==> config.mk <==
export PLATFORM = sky130hd
export DESIGN_NAME = reset_generation
export DESIGN_NICKNAME = d
export VERILOG_FILES = /design/src/logic/reset_gen_pkg.sv /design/src/logic/reset_generation.sv /design/src/logic/reset_release_sync.sv
export VERILOG_INCLUDE_DIRS = /design/src /design/src/logic
export SDC_FILE = /design/constraint.sdc
export NUM_CORES = 1
export LEC_CHECK = 0
export BUFFER_PORTS_ARGS = -buffer_cell sky130_fd_sc_hd__buf_2
export CAP_MARGIN = 20
export CORE_MARGIN = 10
export CORE_UTILIZATION = 50
export DETAILED_ROUTE_END_ITERATION = 10
export HOLD_SLACK_MARGIN = 0.08
export PLACE_DENSITY = 0.75
export SLEW_MARGIN = 20
export SYNTH_ARGS = -nofsm -noshare
export SYNTH_HDL_FRONTEND = slang
export SYNTH_SLANG_ARGS = --single-unit
==> constraint.sdc <==
create_clock -name CLOCK -period 1.2 [get_ports CLOCK]
set_clock_uncertainty 0.05 [all_clocks]
set_input_delay 0.06 -clock CLOCK [delete_from_list [all_inputs] [get_ports CLOCK]]
set_output_delay 0.06 -clock CLOCK [all_outputs]
set_load 0.01 [all_outputs]
==> src/logic/reset_gen_params.svh <==
/*
  Named constants of the reset generation block: filter times, counts, cause codes.
  Assumes a 250 MHz system clock; included by the package and the modules.
*/
`ifndef RESET_GEN_PARAMS_SVH
`define RESET_GEN_PARAMS_SVH

`define CLK_PERIOD_PS 4000
`define PIN_REJECT_NS 1000
`define PIN_ACCEPT_NS 26000
`define PIN_FILTER_NS 12000
`define PIN_FILTER_CYCLES ((`PIN_FILTER_NS * 1000) / `CLK_PERIOD_PS)
`define PIN_CNT_W 12
`define SYNC_STAGES 2
`define OPT_RETRY_LIMIT 2'h3
`define OPT_CNT_W 2
`define CAUSE_W 3
`define CAUSE_NONE 3'h0
`define CAUSE_AON 3'h1
`define CAUSE_LOWV 3'h2
`define CAUSE_PIN 3'h3
`define CAUSE_WDOG 3'h4
`define CAUSE_SOFT 3'h5
`define CAUSE_WAKE 3'h6
`define CAUSE_OPT 3'h7

`endif

==> src/logic/reset_gen_pkg.sv <==
/*
  Types shared by the reset generation modules.
  Assumes reset_gen_params.svh is on the include path.
*/
`include "reset_gen_params.svh"

package reset_gen_pkg;

  typedef struct packed {
    logic cpu_debug_reset;
    logic cpu_only_reset;
    logic debug_access_reset;
    logic retained_periph_reset;
    logic core_periph_reset;
  } reset_vec_t;

  typedef enum logic [2:0] {
    OPT_RUN = 3'h1,
    OPT_RETRY = 3'h2,
    OPT_STOPPED = 3'h4
  } opt_state_t;

  typedef struct packed {
    logic always_on_supply_fail;
    logic core_supply_fail;
    logic mem_supply_fail;
    logic timer_expiry_reset;
    logic cpu_soft_reset_req;
    logic config_check_fail;
    logic debugger_reset_req;
    logic normal_sleep;
    logic emulated_sleep;
    logic waking_from_sleep;
  } reset_src_t;

endpackage

==> src/logic/reset_generation.sv <==
/*
  Central reset generation: merges supply monitors, filtered pin, watchdog,
  software, option-byte, debugger and deep-sleep sources into five resets,
  records the last cause and flags CPU lockup.
  Assumes supply monitor levels already carry analog hysteresis and that the
  power manager drives the sleep phase levels.
*/
`timescale 1ns/1ps
`include "reset_gen_params.svh"

//Contract
// - Supply fail held from low threshold until supply passes the high threshold.
// - Always-on supply failure asserts all five resets.
// - Core and memory supply failures merge into one low-voltage source.
// - Low-voltage failure outside normal sleep wake asserts all five resets.
// - Low-voltage failure on sleep wake spares the retained peripheral reset.
// - Filtered pin resets all but the debug access port.
// - Pin lows of 26 us always reset; 1 us or less never.
// - Watchdog expiry resets CPU only, retained and core peripherals.
// - Software request resets CPU only, retained and core peripherals.
// - Option-byte failure resets CPU with debug, CPU only, core peripherals.
// - Option-byte failure retries; third consecutive failure stops into emulated sleep.
// - After stopping on failures, readout protection is forced active.
// - Normal deep sleep holds four resets until low-voltage monitors confirm.
// - Emulated deep sleep asserts only CPU only and core peripheral resets.
// - Debugger request asserts only the CPU only reset.
// - Tap reset only hits the TAP; ignored in serial-wire or disabled.
// - CPU reset pair: one with debug components, one without.
// - Retained peripherals and core peripherals have separate resets.
// - Debug access reset drives the bus access port.
// - The cause of the last restart is recorded; debugger requests and emulated sleep leave the recorded cause unchanged.
// - CPU lockup sets an indication, applies no reset.
module reset_generation (
  input wire logic CLOCK,
  input wire logic RESETN,
  input wire reset_gen_pkg::reset_src_t SOURCES,
  input wire logic EXT_PIN_RESET_N,
  input wire logic OPT_CHECK_DONE,
  input wire logic TAP_RESET_IN,
  input wire logic SERIAL_WIRE_MODE,
  input wire logic DEBUG_PORT_DISABLED,
  input wire logic CPU_LOCKUP,
  output reset_gen_pkg::reset_vec_t RESETS,
  output logic TAP_RESET,
  output logic [`CAUSE_W-1:0] LAST_CAUSE,
  output logic LOCKUP_FLAG,
  output logic FORCE_READ_PROTECT,
  output logic OPT_EMULATED_SLEEP
);
  import reset_gen_pkg::*;

  typedef struct packed {
    logic [`PIN_CNT_W-1:0] pin_count;
    logic pin_reset;
    logic [`OPT_CNT_W-1:0] opt_fails;
    opt_state_t opt_state;
    logic opt_seen;
    logic [`CAUSE_W-1:0] cause;
    logic lockup;
    logic tap_reset;
    logic wake_pending;
  } state_t;

  localparam logic [`PIN_CNT_W-1:0] PIN_LIMIT = `PIN_CNT_W'(`PIN_FILTER_CYCLES);

  state_t state;
  state_t next_state;
  logic low_volt_supply_fail;
  logic sleep_wake;
  reset_vec_t request;

  function automatic reset_vec_t pattern(input logic pd, input logic so, input logic da,
                                         input logic hv, input logic lv);
    reset_vec_t v;
    v.cpu_debug_reset = pd;
    v.cpu_only_reset = so;
    v.debug_access_reset = da;
    v.retained_periph_reset = hv;
    v.core_periph_reset = lv;
    return v;
  endfunction

  assign low_volt_supply_fail = SOURCES.core_supply_fail | SOURCES.mem_supply_fail;

  // Power drops inside a normal sleep cycle are not brown-outs
  assign sleep_wake = SOURCES.waking_from_sleep | SOURCES.normal_sleep | state.wake_pending;

  always_comb begin
    request = '0;
    if (SOURCES.always_on_supply_fail) begin
      request = request | pattern(1'b1, 1'b1, 1'b1, 1'b1, 1'b1);
    end
    if (low_volt_supply_fail) begin
      request = request | pattern(1'b1, 1'b1, 1'b1, !sleep_wake, 1'b1);
    end
    if (state.pin_reset) begin
      request = request | pattern(1'b1, 1'b1, 1'b0, 1'b1, 1'b1);
    end
    if (SOURCES.timer_expiry_reset || SOURCES.cpu_soft_reset_req) begin
      request = request | pattern(1'b0, 1'b1, 1'b0, 1'b1, 1'b1);
    end
    if (SOURCES.config_check_fail && state.opt_state != OPT_STOPPED) begin
      request = request | pattern(1'b1, 1'b1, 1'b0, 1'b0, 1'b1);
    end
    if (SOURCES.normal_sleep || (state.wake_pending && low_volt_supply_fail)) begin
      request = request | pattern(1'b1, 1'b1, 1'b1, 1'b0, 1'b1);
    end
    if (SOURCES.emulated_sleep || state.opt_state == OPT_STOPPED) begin
      request = request | pattern(1'b0, 1'b1, 1'b0, 1'b0, 1'b1);
    end
    if (SOURCES.debugger_reset_req) begin
      request = request | pattern(1'b0, 1'b1, 1'b0, 1'b0, 1'b0);
    end
    if (!RESETN) begin
      request = pattern(1'b1, 1'b1, 1'b1, 1'b1, 1'b1);
    end
  end

  always_comb begin
    next_state = state;
    // 12 us integration, reject 1 us
    if (!EXT_PIN_RESET_N) begin
      if (state.pin_count != PIN_LIMIT) begin
        next_state.pin_count = state.pin_count + `PIN_CNT_W'(1);
      end else begin
        next_state.pin_reset = 1'b1;
      end
    end else begin
      if (state.pin_count != '0) begin
        next_state.pin_count = state.pin_count - `PIN_CNT_W'(1);
      end else begin
        next_state.pin_reset = 1'b0;
      end
    end
    next_state.opt_seen = SOURCES.config_check_fail;
    unique case (state.opt_state)
      OPT_RUN, OPT_RETRY: begin
        if (SOURCES.config_check_fail && !state.opt_seen) begin
          if (state.opt_fails == `OPT_RETRY_LIMIT - `OPT_CNT_W'(1)) begin
            next_state.opt_state = OPT_STOPPED;
          end else begin
            next_state.opt_fails = state.opt_fails + `OPT_CNT_W'(1);
            next_state.opt_state = OPT_RETRY;
          end
        end else if (OPT_CHECK_DONE && !SOURCES.config_check_fail) begin
          next_state.opt_fails = '0;
          next_state.opt_state = OPT_RUN;
        end
      end
      OPT_STOPPED: begin
        next_state.opt_state = OPT_STOPPED;
      end
      default: begin
        next_state.opt_state = OPT_RUN;
      end
    endcase
    if (SOURCES.normal_sleep) begin
      next_state.wake_pending = 1'b1;
    end else if (!low_volt_supply_fail) begin
      next_state.wake_pending = 1'b0;
    end
    if (SOURCES.always_on_supply_fail) begin
      next_state.cause = `CAUSE_AON;
    end else if (low_volt_supply_fail && !sleep_wake) begin
      next_state.cause = `CAUSE_LOWV;
    end else if (SOURCES.normal_sleep || (sleep_wake && low_volt_supply_fail)) begin
      next_state.cause = `CAUSE_WAKE;
    end else if (state.pin_reset) begin
      next_state.cause = `CAUSE_PIN;
    end else if (SOURCES.config_check_fail) begin
      next_state.cause = `CAUSE_OPT;
    end else if (SOURCES.timer_expiry_reset) begin
      next_state.cause = `CAUSE_WDOG;
    end else if (SOURCES.cpu_soft_reset_req) begin
      next_state.cause = `CAUSE_SOFT;
    end
    if (CPU_LOCKUP) begin
      next_state.lockup = 1'b1;
    end else if (request.cpu_only_reset) begin
      next_state.lockup = 1'b0;
    end
    next_state.tap_reset = TAP_RESET_IN && !SERIAL_WIRE_MODE && !DEBUG_PORT_DISABLED;
  end

  // Full clear on RESETN; warm restarts come from the sources, never this pin
  always_ff @(posedge CLOCK) begin
    if (!RESETN) begin
      state <= '{pin_count: '0, pin_reset: 1'b0, opt_fails: '0, opt_state: OPT_RUN,
                 opt_seen: 1'b0, cause: `CAUSE_NONE, lockup: 1'b0, tap_reset: 1'b0,
                 wake_pending: 1'b0};
    end else begin
      state <= next_state;
    end
  end

  reset_release_sync u_cpu_debug (
    .clock(CLOCK), .request(request.cpu_debug_reset), .reset_out(RESETS.cpu_debug_reset));
  reset_release_sync u_cpu_only (
    .clock(CLOCK), .request(request.cpu_only_reset), .reset_out(RESETS.cpu_only_reset));
  reset_release_sync u_debug_access (
    .clock(CLOCK), .request(request.debug_access_reset),
    .reset_out(RESETS.debug_access_reset));
  reset_release_sync u_retained (
    .clock(CLOCK), .request(request.retained_periph_reset),
    .reset_out(RESETS.retained_periph_reset));
  reset_release_sync u_core (
    .clock(CLOCK), .request(request.core_periph_reset),
    .reset_out(RESETS.core_periph_reset));

  assign TAP_RESET = state.tap_reset;
  assign LAST_CAUSE = state.cause;
  assign LOCKUP_FLAG = state.lockup;
  assign FORCE_READ_PROTECT = state.opt_state == OPT_STOPPED;
  assign OPT_EMULATED_SLEEP = state.opt_state == OPT_STOPPED;
endmodule

==> src/logic/reset_release_sync.sv <==
/*
  One reset line: asserts at once, releases after two clean clock edges.
  Assumes the request is asynchronous to CLOCK; no other domain involved.
*/
`timescale 1ns/1ps
`include "reset_gen_params.svh"

module reset_release_sync (
  input wire logic clock,
  input wire logic request,
  output logic reset_out
);
  import reset_gen_pkg::*;

  logic [`SYNC_STAGES-1:0] chain;

  always_ff @(posedge clock or posedge request) begin
    if (request) begin
      chain <= '1;
    end else begin
      chain <= {chain[`SYNC_STAGES-2:0], 1'b0};
    end
  end

  assign reset_out = chain[`SYNC_STAGES-1];
endmodule

# Word level (Yosys, flattened, before mapping)
# Cells that the tools add are included.
# totals
regBits	35
in_bits	18
out_inout_bits	12
word_cells	96
# classes
n_addsub	3
eq_ne	12
mux	30
bitwise	5
reduce_logical	30
# ops
cell	count
5-bit two-way mux	8
12-bit two-way mux	2
3-bit two-way mux	6
13-bit two-way mux	1
12-bit by 1-bit adder with 12-bit output (second input constant)	1
4-bit two-way mux	3
12-bit inequality test (second input constant)	1
12-bit nonzero test	1
12-bit by 1-bit subtractor with 12-bit output (second input constant)	1
1-bit logical AND	8
2-bit inequality test (second input constant)	4
1-bit two-way mux	7
7-bit nonzero test	1
3-bit inequality test (second input constant)	2
3-bit case mux with 2 select lines	1
2-bit nonzero test	3
6-bit nonzero test	1
1-bit zero test	5
5-bit OR	1
5-bit nonzero test	1
1-bit logical OR	4
2-bit two-way mux	2
2-bit AND reduction	2
2-bit OR reduction	2
other kinds (10)	12

# Longest topological paths before layout
# logic_depth
ltp_word	14
mapped_depth	8
ltp_nobuf	8

# Cells and area by module
# Synthesis repeated with hierarchy kept, for this count alone.
# hier_totals
hier_cells	202
hier_area_um2	1818.0
# by_module_without_submodules
module	instances	cells_per_inst	area_per_inst_um2	seq_area_each_um2
reset_generation	1	182	1517.7	500.5
reset_release_sync	5	4	60.1	52.6

# Worst setup path before layout
# No wires, ideal clock.
# synth_timing
path_type	register to register
startpoint	register state[14] (netlist name)
endpoint	register state[24] (netlist name)
setup_ns	0.072
t_arrival_ns	1.602
required_ns	1.078
setup_slack_ns	-0.523
stages_incl_launch_ff	8
n_path_buf	0
period_less_slack_ns	1.723
cell_sequence	dfxtp_1 ha_1 a21oi_1 nor2b_1 a31oi_1 o31ai_1 mux2i_1 mux2i_1
# synth_between
elab_chain_len	3
word_cells_on_any_way	10
cone_classes	add/sub (2); eq/ne (2); mux (3); reduce/logical (3)
# synth_lines
item	line	source
start: declaration	reset_generation.sv:66	state_t state;
start signal: assignment	reset_generation.sv:188	state <= '{pin_count: '0, pin_reset: 1'b0, opt_fails: '0, opt_state: OPT_RUN,
start signal: assignment	reset_generation.sv:192	state <= next_state;
12-bit by 1-bit adder with 12-bit output, or another cell as far along	reset_generation.sv:124	next_state.pin_count = state.pin_count + `PIN_CNT_W'(1);
12-bit two-way mux, or another cell as far along	reset_generation.sv:123	if (state.pin_count != PIN_LIMIT) begin
13-bit two-way mux / 2-bit AND reduction (equally long branches)	-	
# Parallel ways exist; a longest one is shown, timed or not. The select of a mux whose other input is x is not followed.
# A chain may end at the register's enable or synchronous reset.

# Worst setup path after layout
# Same ends and word-level chain as after synthesis.

==> metrics <==
non-filler cells, final=between 300 and 400; proportion of layout cells with a drive suffix above 1=between 50% and 60%; largest net degree at the start of global routing=16; Max Root-Sink Buffers=2; clk_lat worst skew=around 0.34 ns; WP buf/inv=0; Port Buffers=29; Synth warnings=0; fin crit share=143%; CTS buffer count=5; multi-input combinational cell area=1320 sq um; #FFs+latches synth=35; sequence of cells on the critical path=ha_4 > a21oi_2 > nor2b_2 > a31oi_4 > o31ai_2 > mux2i_1 > mux2i_1; Synth cell types=between 40 and 50; root buf cell=clkbuf_4; GRT Util Overall=between 15 and 20%; PD cells=1650 nW/um^2; Setup crit end kind=flop; Tmin final=~1.7 ns; status=finished, violations left; Post-Place Cell Area=between 2000 and 2500 sq um; DP Wirelength=3.57 mm; min-delay src=SOURCES[7]; RSZ-0062 raised after global routing=yes; Netlist Area Pre-Place=roughly 1800 sq um; antenna violations before repair=0; placed cell count=a little over 300; number of nets with antenna violations after routing=0; cells after synthesis=just under 200; CP Class=reg -> reg; Max-cap violations=0; worst r2r src=state[14]; GRT overflow=0; register area=just under 800 sq um; Die Y=about 80 um; Reg2Reg Setup Slack=-0.52 ns; CP max FO=3; failing checks=setup timing; R2R depth=7; die area=6410 sq um; CP most frequent cell=mux2i_1; htree depth=2; 1st-iter DRT viols=138; area grow syn2layout=62.4%; core area=around 3400 sq um; vias in the first global route=between 1,500 and 2,000; Leakage=roughly 1.3 nW; final WL=about 5.9 mm; routability cong.=between 0.8 and 0.9; final instance area=slightly below 3000 sq um; peak per-stage delay on the critical path=about 0.36 ns; final net count=approximately 320; CP startpoint kind=flop; Reg clk slew, reported paths=0.11 ns; final setup vio count=22; CP arrival=approximately 1.9 ns; via density per instance=5.44; commonest cells after routing, fill and taps aside=buf_4, buf_2, nand2_1; wire per inst=17.7 um; Seq/Total Area, Yosys=42.3%; Hold Path Class=in -> reg; # fillers=about 180; worst hold endpoint=state[0]; first-pass GRT wire length=9.00 mm; initial core utilization=between 50% and 60%; Hold Crit Depth=4; die width=between 80 and 90 um; Final Hold Vio Count=0; fmax=roughly 0.58 GHz; Setup WS pre-CTS=-0.672 ns; Worst VDD drop=1.18 mV; Top Ports=30; Max Slew Vio Count=0; hold_ws=between 0.07 and 0.08 ns; DRT Pass-1 Iters=4; CTS tree=done; RR Endpoint=state[24]; row cnt=21; final worst setup slack=-0.520 ns; clock sinks=35; via count=1,817; Max stage delay cell, worst path=dfxtp_2; commonest non-fill, non-tap cell in the layout=buf_4; cell family contributing the most delay on the critical path=multiplexers; DRC viols=0; syn avg cell area=about 9 sq um; Worst Path Required=about 1.4 ns; diodes inserted=0
==> layer usage <==
layer  global-route usage [%]  routed length [um]
met1                     19.3                2390
met2                     31.6                3060
met3                     2.56                 262
met4                     8.10                 187
met5                        0                   0
==> flip-flops by register name, summed over array words and instances (netlist names) <==
| register | cells |
|---|---|
| TAP_RESET | 1 |
| state | 20 |
| LOCKUP_FLAG | 1 |
| u_retained.chain | 2 |
| u_core.chain | 2 |
| LAST_CAUSE | 3 |
| u_cpu_debug.chain | 2 |
| u_cpu_only.chain | 2 |
| u_debug_access.chain | 2 |
==> cells in the mapped netlist (all sizes together) <==
| cell type | count | share of area, % |
|---|---|---|
| buf | 10 | 4.4 |
| nand2 | 18 | 3.7 |
| nand4bb | 1 | 0.62 |
| fa | 1 | 1.1 |
| nor4 | 3 | 1.0 |
| o21bai | 2 | 0.83 |
| a31oi | 3 | 1.0 |
| a211oi | 1 | 0.42 |
| nor3 | 7 | 1.9 |
| clkbuf | 1 | 0.21 |
| nor2 | 17 | 3.5 |
| or3 | 2 | 0.69 |
| nand3 | 3 | 0.83 |
| dfstp | 10 | 15 |
| o31ai | 1 | 0.42 |
| conb | 1 | 0.21 |
| ha | 11 | 7.6 |
| and4 | 1 | 0.49 |
| or4 | 1 | 0.42 |
| o21a | 3 | 1.2 |
| o22ai | 1 | 0.35 |
| nor3b | 1 | 0.42 |
| dfxtp | 25 | 28 |
| and2 | 3 | 1.0 |
| inv | 6 | 1.2 |
| nor4b | 3 | 1.5 |
| nand4 | 4 | 1.4 |
| or2 | 1 | 0.35 |
| or4b | 1 | 0.56 |
| nand2b | 4 | 1.4 |
| a221oi | 1 | 0.49 |
| and3 | 2 | 0.69 |
| xnor2 | 4 | 1.9 |
| mux2i | 3 | 1.7 |
| a21o | 4 | 1.7 |
| a21oi | 14 | 3.9 |
| o21ai | 10 | 2.8 |
| nand4b | 1 | 0.49 |
| xor2 | 4 | 1.9 |
| nor2b | 9 | 3.1 |
==> worst register-to-register path, cell delays in order (launching register included) <==
cell	delay, ns
dfxtp_2	0.36
ha_4	0.26
a21oi_2	0.05
nor2b_2	0.16
a31oi_4	0.12
o31ai_2	0.22
mux2i_1	0.25
mux2i_1	0.19
==> cells by family after synthesis <==
group | Yosys count | synth area share (%)
fa+ha+maj | 12 | 8.74
mux | 3 | 1.67
other cells | 1 | 0.208
xor+xnor | 8 | 3.89
flops | 35 | 42.3
buf+inv | 17 | 5.83
simple gates | 82 | 24.2
compound gates | 40 | 13.1
==> metrics by stage <==
step           TNS (ns)  power, mW  utilization (%)
3_5_place_dp      -7.83       3.62             70.6
6_report          -6.75       4.84             85.7
5_1_grt           -7.82       5.11             85.7
3_3_place_gp      -7.32       3.56             70.6
2_1_floorplan     -3.64       2.88                -
4_1_cts           -6.40       4.62             82.1
==> worst max path at each step <==
stage	startpoint	end	slack (ns)	depth (start not counted)
4_1_cts	state[20]	state[24]	-0.51	6
2_1_floorplan	state[14]	state[24]	-0.48	7
3_5_place_dp	EXT_PIN_RESET_N	state[24]	-0.67	8
6_report	state[14]	state[24]	-0.52	7
5_1_grt	state[14]	state[24]	-0.58	7
3_3_place_gp	EXT_PIN_RESET_N	state[24]	-0.68	8
==> repair_timing <==
action                                 CTS  global route
pin swaps                               18            10
setup endpoints to repair               20            32
resized for setup                       45            22
setup buffers                            5             5
endpoints found under the hold margin    9             3
hold buffers                            10             3
cloned                                   0             0
==> report_power, final <==
group	internal (mW)	switching (mW)
Clock	0.284	0.391
Sequential	1.43	0.225
Combinational	1.34	1.17
Total	3.05	1.79
==> area by class of cell <==
type / instances / area share, %
well taps: 46 / 1.97
flip-flops and latches: 35 / 27.0
multi-input cells: 150 / 45.1
clock inverters: 1 / 0.171
inverters: 6 / 0.769
repair buffers: 89 / 23.1
clock buffers: 7 / 1.88
(Power assumes the default switching activity.)
